[src/clkrdy_pkg.sv]
// Shared constants and types of the clock readiness status block
package clkrdy_pkg;

   localparam int DATA_W = 32;
   localparam int ADR_W = 8;
   localparam int SEL_W = DATA_W / 8;
   localparam int SYNC_STAGES = 3;

   // Register offsets, byte addresses
   localparam logic [ADR_W-1:0] OFS_IRQ_ENABLE_SET = 8'h00;
   localparam logic [ADR_W-1:0] OFS_IRQ_ENABLE_CLEAR = 8'h04;
   localparam logic [ADR_W-1:0] OFS_CLOCK_READY_STATUS = 8'h08;
   localparam logic [ADR_W-1:0] OFS_IRQ_MASK_READBACK = 8'h0C;
   localparam logic [ADR_W-1:0] OFS_READY_EVENT = 8'h10;
   localparam logic [ADR_W-1:0] OFS_OSC_CONFIG = 8'h14;
   localparam logic [ADR_W-1:0] OFS_PLL_CONFIG = 8'h18;

   // Common bit layout of enable, disable, status, mask, event
   localparam int BIT_OSC_STABLE = 0;
   localparam int BIT_PLL_LOCKED = 2;
   localparam int BIT_MASTER_CLOCK_READY = 3;
   localparam int BIT_PROG_CLOCK_READY0 = 8;
   localparam int NUM_PROG_CLOCKS = 3;
   localparam logic [DATA_W-1:0] SRC_BITS = 32'h0000070D;

   // Oscillator configuration fields
   localparam int BIT_OSC_ENABLE = 0;
   localparam int BIT_OSC_BYPASS_A = 1;
   localparam int OSC_COUNT_LSB = 8;
   localparam int OSC_COUNT_W = 8;
   localparam int OSC_COUNT_SHIFT = 3;
   localparam int OSC_TIMER_W = OSC_COUNT_W + OSC_COUNT_SHIFT;
   localparam logic [DATA_W-1:0] OSC_CFG_BITS = 32'h0000FF03;

   // PLL configuration fields
   localparam int PLL_COUNT_LSB = 8;
   localparam int PLL_COUNT_W = 6;
   localparam logic [DATA_W-1:0] PLL_CFG_BITS = 32'h00003F00;

   // Reset values
   localparam logic [DATA_W-1:0] MASK_RESET = 32'h00000000;
   localparam logic [DATA_W-1:0] OSC_CFG_RESET = 32'h00000000;
   localparam logic [DATA_W-1:0] PLL_CFG_RESET = 32'h00000000;
   localparam logic [DATA_W-1:0] EVENT_RESET = 32'h00000000;
   localparam logic [DATA_W-1:0] READ_ZERO = 32'h00000000;

   typedef struct packed {
      logic cyc;
      logic stb;
      logic we;
      logic [ADR_W-1:0] adr;
      logic [SEL_W-1:0] sel;
      logic [DATA_W-1:0] dat;
   } wb_req_type;

   typedef enum logic [1:0] {
      TMR_IDLE,
      TMR_COUNT,
      TMR_DONE
   } timer_state_type;

   // Byte enables widened to a bit mask
   function automatic logic [DATA_W-1:0] lane_mask(
      input logic [SEL_W-1:0] sel);
      logic [DATA_W-1:0] m;
      m = '0;
      for (int i = 0; i < SEL_W; i++)
      begin
         m[i*8 +: 8] = {8{sel[i]}};
      end
      return m;
   endfunction

endpackage

[src/slow_tick_sync.sv]
// Slow clock synchroniser giving one tick per slow rising edge
`timescale 1ns/1ns
`default_nettype none
module slow_tick_sync
   import clkrdy_pkg::*;
(
   input wire logic clk_sys,
   input wire logic rst_n,
   input wire logic slow_clk,
   output logic tick
);
   logic [SYNC_STAGES-1:0] sync_q;
   logic level_q;
   logic tick_q;
   logic agree;

   // Only the last two stages are compared, never the first
   assign agree = sync_q[1] == sync_q[2];
   assign tick = tick_q;

   always_ff @(posedge clk_sys or negedge rst_n)
   begin
      if (!rst_n)
      begin
         sync_q <= '0;
         level_q <= 1'b0;
         tick_q <= 1'b0;
      end
      else
      begin
         sync_q <= {sync_q[SYNC_STAGES-2:0], slow_clk};
         level_q <= agree ? sync_q[2] : level_q;
         tick_q <= agree & sync_q[2] & ~level_q;
      end
   end
endmodule
`default_nettype wire

[src/settle_timer.sv]
// Settling timer counted in slow clock ticks
`timescale 1ns/1ns
`default_nettype none
module settle_timer
   import clkrdy_pkg::*;
#(
   parameter int CNT_W = 11
)
(
   input wire logic clk_sys,
   input wire logic rst_n,
   input wire logic run,
   input wire logic restart,
   input wire logic [CNT_W-1:0] load_value,
   input wire logic tick,
   output logic done
);
   timer_state_type state_q;
   timer_state_type state_d;
   logic [CNT_W-1:0] remain_q;
   logic [CNT_W-1:0] remain_d;

   if (CNT_W < 1)
   begin : g_chk
      $error("settle_timer: CNT_W must be at least 1");
   end

   assign done = state_q == TMR_DONE;

   always_comb
   begin
      state_d = state_q;
      remain_d = remain_q;
      unique case (state_q)
         TMR_IDLE:
         begin
            if (run && restart)
            begin
               state_d = TMR_COUNT;
               remain_d = load_value;
            end
         end
         TMR_COUNT:
         begin
            if (!run)
               state_d = TMR_IDLE;
            else if (restart)
               remain_d = load_value;
            else if (remain_q == '0)
               state_d = TMR_DONE;
            else if (tick)
               remain_d = remain_q - CNT_W'(1);
         end
         TMR_DONE:
         begin
            if (!run)
               state_d = TMR_IDLE;
            else if (restart)
            begin
               state_d = TMR_COUNT;
               remain_d = load_value;
            end
         end
      endcase
   end

   always_ff @(posedge clk_sys or negedge rst_n)
   begin
      if (!rst_n)
      begin
         state_q <= TMR_IDLE;
         remain_q <= '0;
      end
      else
      begin
         state_q <= state_d;
         remain_q <= remain_d;
      end
   end
endmodule
`default_nettype wire

[src/clock_ready_status_irq.sv]
// Clock readiness status, interrupt mask and Wishbone register file
// Summary of operation
// - One bit layout for enable, disable, status, mask and event
// - Enable write sets mask bits written one
// - Disable write clears mask bits written one
// - Mask readback reads zero for enabled source
// - Status bit 0 shows oscillator stabilised
// - Status bit 2 shows PLL locked
// - Status bit 3 shows master clock ready
// - Status bits 8-10 show programmable clocks ready
// - Oscillator stable after startup count times eight
// - Bypass sets stable; clearing both clears it
// - PLL locked after settle count following write
`timescale 1ns/1ns
`default_nettype none
module clock_ready_status_irq
   import clkrdy_pkg::*;
#(
   parameter int MASK_READ_INVERT = 1
)
(
   input wire logic CLK_SYS,
   input wire logic RST_N,
   input wire logic WB_CYC_I,
   input wire logic WB_STB_I,
   input wire logic WB_WE_I,
   input wire logic [clkrdy_pkg::ADR_W-1:0] WB_ADR_I,
   input wire logic [clkrdy_pkg::SEL_W-1:0] WB_SEL_I,
   input wire logic [clkrdy_pkg::DATA_W-1:0] WB_DAT_I,
   output logic [clkrdy_pkg::DATA_W-1:0] WB_DAT_O,
   output logic WB_ACK_O,
   input wire logic SLOW_CLK,
   input wire logic MASTER_CLOCK_READY,
   input wire logic [clkrdy_pkg::NUM_PROG_CLOCKS-1:0] PROG_CLOCK_READY,
   output logic IRQ
);
   import clkrdy_pkg::*;

   if (MASK_READ_INVERT != 0 && MASK_READ_INVERT != 1)
   begin : g_chk
      $error("MASK_READ_INVERT must be 0 or 1");
   end

   // Registers reach 0x18, so five address bits at least
   if (ADR_W < 5)
   begin : g_adr_chk
      $error("ADR_W too narrow for the register map");
   end

   if (BIT_PROG_CLOCK_READY0 + NUM_PROG_CLOCKS > DATA_W)
   begin : g_layout_chk
      $error("Programmable clock bits exceed the data word");
   end

   wb_req_type bus;
   logic ack_q;
   logic [DATA_W-1:0] rdata_q;
   logic [DATA_W-1:0] rdata_d;
   logic [DATA_W-1:0] mask_q;
   logic [DATA_W-1:0] mask_d;
   logic [DATA_W-1:0] osc_cfg_q;
   logic [DATA_W-1:0] osc_cfg_d;
   logic [DATA_W-1:0] pll_cfg_q;
   logic [DATA_W-1:0] pll_cfg_d;
   logic [DATA_W-1:0] event_q;
   logic [DATA_W-1:0] event_d;
   logic [DATA_W-1:0] status_prev_q;
   logic [DATA_W-1:0] status;
   logic [DATA_W-1:0] rise;
   logic [DATA_W-1:0] wmask;
   logic [DATA_W-1:0] wbits;
   logic [DATA_W-1:0] set_bits;
   logic [DATA_W-1:0] clr_bits;
   logic [DATA_W-1:0] ack_bits;
   logic [DATA_W-1:0] mask_view;
   logic [ADR_W-3:0] word;
   logic access;
   logic wr;
   logic hit_set;
   logic hit_clear;
   logic hit_status;
   logic hit_mask;
   logic hit_event;
   logic hit_osc;
   logic hit_pll;
   logic wr_osc;
   logic wr_pll;
   logic slow_tick;
   logic osc_enable;
   logic osc_bypass_a;
   logic osc_run;
   logic osc_done;
   logic osc_stable;
   logic pll_locked;
   logic [OSC_TIMER_W-1:0] osc_load;
   logic [PLL_COUNT_W-1:0] pll_settle_count;

   // Bus request gathered into one carrier
   assign bus = '{cyc: WB_CYC_I, stb: WB_STB_I, we: WB_WE_I,
                  adr: WB_ADR_I, sel: WB_SEL_I, dat: WB_DAT_I};

   // Ack registered: one wait state, dropped the cycle after
   assign access = bus.cyc & bus.stb & ~ack_q;
   assign wr = access & bus.we;
   assign word = bus.adr[ADR_W-1:2];

   // Word decode shared by every register select
   function automatic logic word_hit(
      input logic [ADR_W-3:0] w,
      input logic [ADR_W-1:0] ofs);
      return w == ofs[ADR_W-1:2];
   endfunction

   assign hit_set = word_hit(word, OFS_IRQ_ENABLE_SET);
   assign hit_clear = word_hit(word, OFS_IRQ_ENABLE_CLEAR);
   assign hit_status = word_hit(word, OFS_CLOCK_READY_STATUS);
   assign hit_mask = word_hit(word, OFS_IRQ_MASK_READBACK);
   assign hit_event = word_hit(word, OFS_READY_EVENT);
   assign hit_osc = word_hit(word, OFS_OSC_CONFIG);
   assign hit_pll = word_hit(word, OFS_PLL_CONFIG);
   assign wr_osc = wr & hit_osc;
   assign wr_pll = wr & hit_pll;

   // Byte enables honoured on every writable register
   assign wmask = lane_mask(bus.sel);
   assign wbits = bus.dat & wmask;

   // Only the defined source bits can be masked
   assign set_bits = (wr & hit_set) ? (wbits & SRC_BITS) : '0;
   assign clr_bits = (wr & hit_clear) ? (wbits & SRC_BITS) : '0;

   // Clear applied last only matters on one address, never both
   assign mask_d = (mask_q | set_bits) & ~clr_bits;

   assign osc_cfg_d = wr_osc
      ? ((osc_cfg_q & ~wmask) | (wbits & OSC_CFG_BITS))
      : osc_cfg_q;
   assign pll_cfg_d = wr_pll
      ? ((pll_cfg_q & ~wmask) | (wbits & PLL_CFG_BITS))
      : pll_cfg_q;

   // Timers take the value being written, so the restart strobe
   // and its count land on one edge rather than the old count
   assign osc_enable = osc_cfg_d[BIT_OSC_ENABLE];
   assign osc_bypass_a = osc_cfg_q[BIT_OSC_BYPASS_A];
   assign osc_run = osc_enable & ~osc_cfg_d[BIT_OSC_BYPASS_A];
   assign osc_load = {osc_cfg_d[OSC_COUNT_LSB +: OSC_COUNT_W],
                      OSC_COUNT_SHIFT'(0)};
   assign pll_settle_count = pll_cfg_d[PLL_COUNT_LSB +: PLL_COUNT_W];

   slow_tick_sync u_tick
   (
      .clk_sys(CLK_SYS),
      .rst_n(RST_N),
      .slow_clk(SLOW_CLK),
      .tick(slow_tick)
   );

   // Timer restarts on the write that lands the new config
   settle_timer #(.CNT_W(OSC_TIMER_W)) u_osc_timer
   (
      .clk_sys(CLK_SYS),
      .rst_n(RST_N),
      .run(osc_run),
      .restart(wr_osc),
      .load_value(osc_load),
      .tick(slow_tick),
      .done(osc_done)
   );

   // Bypass needs no startup wait; clearing both drops stable
   assign osc_stable = osc_bypass_a | osc_done;

   settle_timer #(.CNT_W(PLL_COUNT_W)) u_pll_timer
   (
      .clk_sys(CLK_SYS),
      .rst_n(RST_N),
      .run(1'b1),
      .restart(wr_pll),
      .load_value(pll_settle_count),
      .tick(slow_tick),
      .done(pll_locked)
   );

   // Live readiness levels, reserved bits zero
   always_comb
   begin
      status = '0;
      status[BIT_OSC_STABLE] = osc_stable;
      status[BIT_PLL_LOCKED] = pll_locked;
      status[BIT_MASTER_CLOCK_READY] = MASTER_CLOCK_READY;
      status[BIT_PROG_CLOCK_READY0 +: NUM_PROG_CLOCKS] =
         PROG_CLOCK_READY;
   end

   // Sticky rising-edge events; a new edge beats the clear
   assign rise = status & ~status_prev_q;
   assign ack_bits = (wr & hit_event) ? wbits : '0;
   assign event_d = (event_q & ~ack_bits) | rise;

   // Printed polarity: a one means the source is disabled
   assign mask_view = (MASK_READ_INVERT != 0)
      ? (~mask_q & SRC_BITS)
      : mask_q;

   assign rdata_d =
      hit_status ? status :
      hit_mask ? mask_view :
      hit_event ? event_q :
      hit_osc ? osc_cfg_q :
      hit_pll ? pll_cfg_q :
      READ_ZERO;

   // Level status, not the sticky event, drives the line
   assign IRQ = |(status & mask_q);

   assign WB_ACK_O = ack_q;
   assign WB_DAT_O = rdata_q;

   always_ff @(posedge CLK_SYS or negedge RST_N)
   begin
      if (!RST_N)
      begin
         ack_q <= 1'b0;
      end
      else
      begin
         ack_q <= access;
      end
   end

   // Zero outside a read answer, so idle data never leaks
   always_ff @(posedge CLK_SYS or negedge RST_N)
   begin
      if (!RST_N)
      begin
         rdata_q <= READ_ZERO;
      end
      else
      begin
         rdata_q <= (access & ~bus.we) ? rdata_d : READ_ZERO;
      end
   end

   always_ff @(posedge CLK_SYS or negedge RST_N)
   begin
      if (!RST_N)
      begin
         mask_q <= MASK_RESET;
      end
      else
      begin
         mask_q <= mask_d;
      end
   end

   always_ff @(posedge CLK_SYS or negedge RST_N)
   begin
      if (!RST_N)
      begin
         osc_cfg_q <= OSC_CFG_RESET;
      end
      else
      begin
         osc_cfg_q <= osc_cfg_d;
      end
   end

   always_ff @(posedge CLK_SYS or negedge RST_N)
   begin
      if (!RST_N)
      begin
         pll_cfg_q <= PLL_CFG_RESET;
      end
      else
      begin
         pll_cfg_q <= pll_cfg_d;
      end
   end

   always_ff @(posedge CLK_SYS or negedge RST_N)
   begin
      if (!RST_N)
      begin
         event_q <= EVENT_RESET;
      end
      else
      begin
         event_q <= event_d;
      end
   end

   always_ff @(posedge CLK_SYS or negedge RST_N)
   begin
      if (!RST_N)
      begin
         status_prev_q <= '0;
      end
      else
      begin
         status_prev_q <= status;
      end
   end
endmodule
`default_nettype wire

[config.mk]
export PLATFORM = sky130hd
export DESIGN_NAME = clock_ready_status_irq
export DESIGN_NICKNAME = d
export VERILOG_FILES = /design/src/clkrdy_pkg.sv /design/src/slow_tick_sync.sv /design/src/settle_timer.sv /design/src/clock_ready_status_irq.sv
export SDC_FILE = /design/constraint.sdc
export NUM_CORES = 1
export LEC_CHECK = 0
export BUFFER_PORTS_ARGS = -buffer_cell sky130_fd_sc_hd__buf_4
export CAP_MARGIN = 20
export CORE_MARGIN = 5
export CORE_UTILIZATION = 52
export DETAILED_ROUTE_END_ITERATION = 16
export PLACE_DENSITY = 0.73
export SYNTH_ARGS = -nofsm -noshare
export SYNTH_HDL_FRONTEND = slang
export SYNTH_SLANG_ARGS = --single-unit
export TNS_END_PERCENT = 1
[constraint.sdc]
create_clock -name CLK_SYS -period 2.8 [get_ports CLK_SYS]
set_clock_uncertainty 0.15 [all_clocks]
set_input_delay 0.84 -clock CLK_SYS [delete_from_list [all_inputs] [get_ports CLK_SYS]]
set_output_delay 0.84 -clock CLK_SYS [all_outputs]
set_load 0.02 [all_outputs]
# After elaboration in Yosys (flattened, before gate mapping)
# Index checks and enable logic that the tools add are counted.
# word_totals
in_bits	54
register_bits	193
out_inout_bits	34
latchBits	0
ram_bits	0
romBits	0
memories	0
elab_cells	123
# op_classes
n_lt_le_gt_ge	0
shift	0
div_mod_pow	0
multipliers	0
reduce_logical	12
n_eq_ne	25
muxes	35
n_addsub	2
bitwise_logic	33
# op_table
operator	count
$mux 32	7
$and 32x32->32	5
$mux 11	9
$and 11x32->32	2
$not 11->32	2
$not 32->32	2
$pmux 11 s3	1
$or 32x11->32	1
$or 32x14->32	1
$or 32x16->32	1
$or 32x32->32	1
$reduce_or 32->1	1
$mux 6	4
$eq 6x3->1 const B	3
$mux 2	9
$mux 16	1
$ne 3x3->1 const B	5
$mux 14	1
$and 1x1->1	12
$eq 6x2->1 const B	2
$logic_not 6->1	2
$ne 2x1->1 const B	6
$pmux 6 s2	1
$logic_not 11->1	1
19 further kinds	27

# Depth between registers and ports, before layout
# logic_depth
word_depth	10
mapped_depth	8

# By module
# A second synthesis with hierarchy kept.
# hier_totals
cells_unflattened	663
hier_area_um2	7313.3
# modules_own_cells
mod	area_per_inst_um2	cells_per_inst	seq_area_each_um2	n_inst
clock_ready_status_irq	5581.6	473	3528.4	1
settle_timer at u_osc_timer	962.2	111	325.3	1
settle_timer at u_pll_timer	610.6	71	200.2	1
slow_tick_sync	158.9	8	125.1	1

# Worst setup path before layout
# Ideal clock, no wire load.
# synth_path
path_kind	input to register
start	input WB_ADR_I[7] (netlist bit)
end	register u_pll_timer.remain_q[1]
cell_stages	7
setup_ns	0.125
setup_slack_ns	-0.250
arrival_ns	2.775
required_time_ns	2.525
cell_sequence	or3b_1 > buf_2 > or4_4 > buf_6 > mux2_4 > mux2_4 > mux2_2
# synth_via
elab_chain_cells	5
elab_cells_between_ends	10
classes_between	4 x eq/ne; 4 x mux; 1 x bitwise; 1 x reduce/logical
# synth_rtl
item	line	source
start: declaration	clock_ready_status_irq.sv:27	input wire logic [clkrdy_pkg::ADR_W-1:0] WB_ADR_I,
$eq 6x3->1 (*)	clock_ready_status_irq.sv:111	return w == ofs[ADR_W-1:2];
$and 1x1->1 (*)	clock_ready_status_irq.sv:122	assign wr_pll = wr & hit_pll;
$mux 14 (*)	clock_ready_status_irq.sv:139	? ((pll_cfg_q & ~wmask) | (wbits & PLL_CFG_BITS))
net pll_cfg_d[9]	clock_ready_status_irq.sv:64	logic [DATA_W-1:0] pll_cfg_d;
$mux 6 (on tied branches)	settle_timer.sv:37, settle_timer.sv:58, settle_timer.sv:47	
$pmux 6 s2 (*)	settle_timer.sv:34	unique case (state_q)
end signal: assignment	settle_timer.sv:77	remain_q <= remain_d;
end: declaration	settle_timer.sv:20	logic [CNT_W-1:0] remain_q;
# Mark *: on every way through the listed nets, which the timed path passes. The rest lies on a longest branch. The select of a mux whose other input is x is not followed.
# A chain may end at the register's enable or synchronous reset.

# Worst setup path after layout
# layout_path
start	input MASTER_CLOCK_READY
end	output IRQ
# layout_via
elab_chain_cells	2
# layout_rtl
item	line	source
start: declaration	clock_ready_status_irq.sv:33	input wire logic MASTER_CLOCK_READY,
$and 11x32->32	clock_ready_status_irq.sv:215	assign IRQ = |(status & mask_q);
$reduce_or 32->1	clock_ready_status_irq.sv:215	
end: declaration	clock_ready_status_irq.sv:35	output logic IRQ
# Every way passes these cells.

==> impl_metrics.env <==
export IMPL_status="finished clean"
export IMPL_timing_hold_worst_start="u_tick.sync_q[0]"
export IMPL_worstMarginPinSlew_ns=0.5745
export IMPL_timing_setup_tns_ns=0
export IMPL_grt_util_all_layers_pct=21.88
export IMPL_synth_most_common_cell="sky130_fd_sc_hd__dfrtp_1"
export IMPL_criticalPathCategory="in -> out"
export IMPL_place_ws_ns=-0.2456
export IMPL_cts_htree_levels=4
export IMPL_drt_drc=0
export IMPL_worstHoldEndpoint="u_tick.sync_q[1]"
export IMPL_synth_area_leader="sky130_fd_sc_hd__dfrtp_1"
export IMPL_cts_tree="built"
export IMPL_setup_viol=0
export IMPL_die_h_um=124.6
export IMPL_insertedDiodeCount=0
export IMPL_total_wirelength_of_the_detailed_routed_design_um=16310
export IMPL_timing_critical_path_to_type="output port"
export IMPL_synth_warnings=0
export IMPL_timing_critical_path_depth=6
export IMPL_cts_buffers=17
export IMPL_placement_io_buffers=85
export IMPL_std_cell_rows=41
export IMPL_reg2regPathDepth=8
export IMPL_start_kind="input port"
export IMPL_synth_enable_flop_cells=0
export IMPL_maximum_fanout_encountered_on_the_critical_timing_path=2
export IMPL_worstHoldPathCells=0
export IMPL_ctsRootBufferMaster="sky130_fd_sc_hd__clkbuf_16"
export IMPL_synth_cells_most_frequent="167 x sky130_fd_sc_hd__dfrtp_1, 60 x sky130_fd_sc_hd__nand2_1, 49 x sky130_fd_sc_hd__and2_1"
export IMPL_grt_setup_unrepaired="false"
export IMPL_maxSlewViolCount=0
export IMPL_worstSkewPairLatency_ns=0.42
export IMPL_cellPowerDensity_nw_per_um2=592.1
export IMPL_timing_rr_end="u_osc_timer.remain_q[4]"
export IMPL_postSynthAreaPerCell_um2=11.54
export IMPL_arrival_ns=1.73
export IMPL_dpl_hpwl_um=11330
export IMPL_synth_top_cells_by_area="sky130_fd_sc_hd__dfrtp_1 61%, sky130_fd_sc_hd__and2_1 4.5%, sky130_fd_sc_hd__nand2_1 3.3%"
export IMPL_fill_cells=947
export IMPL_post_route_period_util_pct=97.08
export IMPL_final_core_utilization_pct=67.64
export IMPL_routed_vias=5163
export IMPL_cts_hold_fix_buffers=0
export IMPL_synthCells=592
export IMPL_worstHoldPathType="reg -> reg"
export IMPL_layout_cell_share_with_drive_strength_beyond_1_pct=27.22
export IMPL_irDropWorstVdd_mv=0.3979
export IMPL_grt_antenna_before_repair=0
export IMPL_final_stage_net_count=777
export IMPL_wire_per_inst_um=18.06
export IMPL_synth_seq_area_share_pct=61.16
export IMPL_period_minus_slack_ns=2.718
export IMPL_ant_nets=0
export IMPL_setup_reg_to_reg_worst_slack_ns=0.17
export IMPL_yosys_area_top_type_share_pct=61.16
export IMPL_clkSlewWorstSetupHoldPaths_ns=0.06
export IMPL_netlist_cell_type_count=55
export IMPL_critPathTopFamily="compound AO/OA/AOI/OAI gates"
export IMPL_req_time_crit_path_ns=1.81
export IMPL_cp_common_cell="sky130_fd_sc_hd__buf_4"
export IMPL_worst_path_cell_trace="buf_4, inv_1, o21ai_0, a221oi_2, o221ai_1, buf_4"
export IMPL_max_cap_violations=0
export IMPL_max_clock_freq_mhz=367.9
export IMPL_worst_path_max_delay_cell="sky130_fd_sc_hd__a221oi_2"
export IMPL_syn_cell_area_um2=6833
export IMPL_synth_seq_cells=167
export IMPL_cell_leakage_power_nw=4.127
export IMPL_synth_fp_nets=651
export IMPL_grt_start_max_net_pins=60
export IMPL_cts_max_path_buffers=2
export IMPL_io_pins=88
export IMPL_final_hold_worst_slack_ns=0.2026
export IMPL_timing_critical_path_slowest_cell_delay_ns=0.25
export IMPL_finalHoldViolations=0
export IMPL_chipWidth_um=124.6
export IMPL_worstReg2RegStart="u_osc_timer.remain_q[0]"
export IMPL_slew_headroom_pct=61.70
export IMPL_via_per_inst=5.718
export IMPL_drtPass1Iterations=5
export IMPL_grt_pass1_vias=5351
export IMPL_grt_overflow_total=0
export IMPL_routabilityCongestion=0.8552
export IMPL_die_area_um2=15530
export IMPL_ys_async_sr_fraction_pct=100.0
export IMPL_least_setup_slack_across_all_paths_after_layout_ns=0.08165
export IMPL_grt_first_pass_wirelength_um=27260
export IMPL_start_util_pct=53.49
export IMPL_detail_route_iter0_violations=429
export IMPL_clock_sinks=167
export IMPL_cp_num_buf_inv=3
export IMPL_core_region_area_um2=12770
export IMPL_area_overhead_of_the_layout_relative_to_synthesis_pct=26.44
export IMPL_postSynth_topFlopCell="sky130_fd_sc_hd__dfrtp_1"
-- metal layers --
metal	vias to the layer above	part of all wire, %	global-route usage (%)
li1	2373	-	-
met1	2629	44	28.56
met4	0	1.5	7.866
met5	-	0	0
met3	21	4.4	4.889
met2	140	50	36.07
-- worst max-delay path by stage --
| stage | startpoint | end | slack (ns) |
|---|---|---|---|
| 3_5_place_dp | WB_ADR_I[7] | u_pll_timer.remain_q[5] | -0.25 |
| 5_1_grt | u_osc_timer.remain_q[0] | u_osc_timer.remain_q[4] | 0.01 |
| 2_1_floorplan | WB_ADR_I[7] | u_pll_timer.remain_q[1] | -0.25 |
| 3_3_place_gp | WB_ADR_I[7] | u_pll_timer.remain_q[1] | -0.20 |
| 4_1_cts | MASTER_CLOCK_READY | IRQ | 0.06 |
| 6_report | MASTER_CLOCK_READY | IRQ | 0.08 |
-- layout make-up --
class / instances / area, um^2 / share of cell area (%)
clock buffers: 21 / 470.5 / 5.445
clock inverters: 11 / 147.6 / 1.709
inverters: 16 / 60.06 / 0.6951
multi-input cells: 382 / 2495 / 28.88
flip-flops and latches: 167 / 4179 / 48.37
well taps: 172 / 215.2 / 2.491
repair buffers: 134 / 1072 / 12.41
-- placed cells by master, fill, tap and decap left out, types with 4 or more instances in the layout --
| cell | synthesis | final |
|---|---|---|
| sky130_fd_sc_hd__nor2b_1 | 6 | 6 |
| sky130_fd_sc_hd__nand3_1 | 11 | 11 |
| sky130_fd_sc_hd__nor3_1 | 9 | 9 |
| sky130_fd_sc_hd__buf_4 | 0 | 128 |
| sky130_fd_sc_hd__mux2i_1 | 8 | 8 |
| sky130_fd_sc_hd__o21ai_0 | 16 | 16 |
| sky130_fd_sc_hd__clkinv_4 | 0 | 4 |
| sky130_fd_sc_hd__or2_2 | 4 | 4 |
| sky130_fd_sc_hd__or3_1 | 7 | 7 |
| sky130_fd_sc_hd__ha_1 | 5 | 5 |
| sky130_fd_sc_hd__nand2_1 | 60 | 60 |
| sky130_fd_sc_hd__a222oi_1 | 7 | 7 |
| sky130_fd_sc_hd__buf_12 | 0 | 5 |
| sky130_fd_sc_hd__o221ai_1 | 8 | 8 |
| sky130_fd_sc_hd__a21oi_1 | 42 | 42 |
| sky130_fd_sc_hd__nor2_1 | 18 | 15 |
| sky130_fd_sc_hd__mux2_2 | 17 | 17 |
| sky130_fd_sc_hd__a21boi_0 | 26 | 26 |
| sky130_fd_sc_hd__a22oi_1 | 25 | 25 |
| sky130_fd_sc_hd__nor4_1 | 8 | 8 |
| sky130_fd_sc_hd__o211ai_1 | 6 | 6 |
| sky130_fd_sc_hd__clkbuf_16 | 0 | 17 |
| sky130_fd_sc_hd__dfrtp_1 | 167 | 167 |
| sky130_fd_sc_hd__and2_1 | 49 | 49 |
| sky130_fd_sc_hd__inv_1 | 16 | 16 |
-- stage by stage --
stage / instance area [um^2] / cells / power [W]
floorplan: 6833 / 592 / 0.002568
global placement: 8015 / 871 / 0.002741
detailed placement: 8015 / 871 / 0.002751
CTS: 8640 / 903 / 0.005149
global route: 8640 / 903 / 0.005295
finish: 8640 / 903 / 0.005116
-- state kept, by name, summed over array words and instances, names as in the netlist --
| register | cells |
|---|---|
| WB_ACK_O | 1 |
| WB_DAT_O | 32 |
| event_q | 32 |
| mask_q | 6 |
| osc_cfg_q | 32 |
| pll_cfg_q | 32 |
| status_prev_q | 6 |
| u_osc_timer.remain_q | 11 |
| u_osc_timer.state_q | 2 |
| u_pll_timer.remain_q | 6 |
| u_pll_timer.state_q | 2 |
| u_tick.level_q | 1 |
| u_tick.sync_q | 3 |
| u_tick.tick | 1 |
-- logic make-up after synthesis --
logic type	synth area share, %
multiplexers	4.413
buffers and inverters	2.527
flip-flops	61.16
adder cells (fa/ha/maj)	0.9156
AND/OR/NAND/NOR	15.22
AO/OA/AOI/OAI	15.77
-- worst register-to-register path, stage by stage, from the launching register on --
cell,delay [ns]
sky130_fd_sc_hd__dfrtp_1,0.41
sky130_fd_sc_hd__inv_1,0.09
sky130_fd_sc_hd__ha_1,0.15
sky130_fd_sc_hd__or4b_2,0.57
sky130_fd_sc_hd__nor3_1,0.26
sky130_fd_sc_hd__a2bb2oi_1,0.30
sky130_fd_sc_hd__o21a_1,0.22
sky130_fd_sc_hd__buf_4,0.19
sky130_fd_sc_hd__o221ai_1,0.14
-- report_power, final --
group | leakage (nW) | switching, W | total (W) | internal, W
clock | 0.303 | 0.000934 | 0.00241 | 0.00148
combinational | 1.56 | 0.000146 | 0.000255 | 0.000109
sequential | 2.26 | 0.0000151 | 0.00245 | 0.00244
-- timing repair --
item	4_1_cts	5_1_grt
setup endpoints to repair	1	0
buffers inserted	0	0
gates resized for setup	1	0
(Power assumes the default switching activity.)
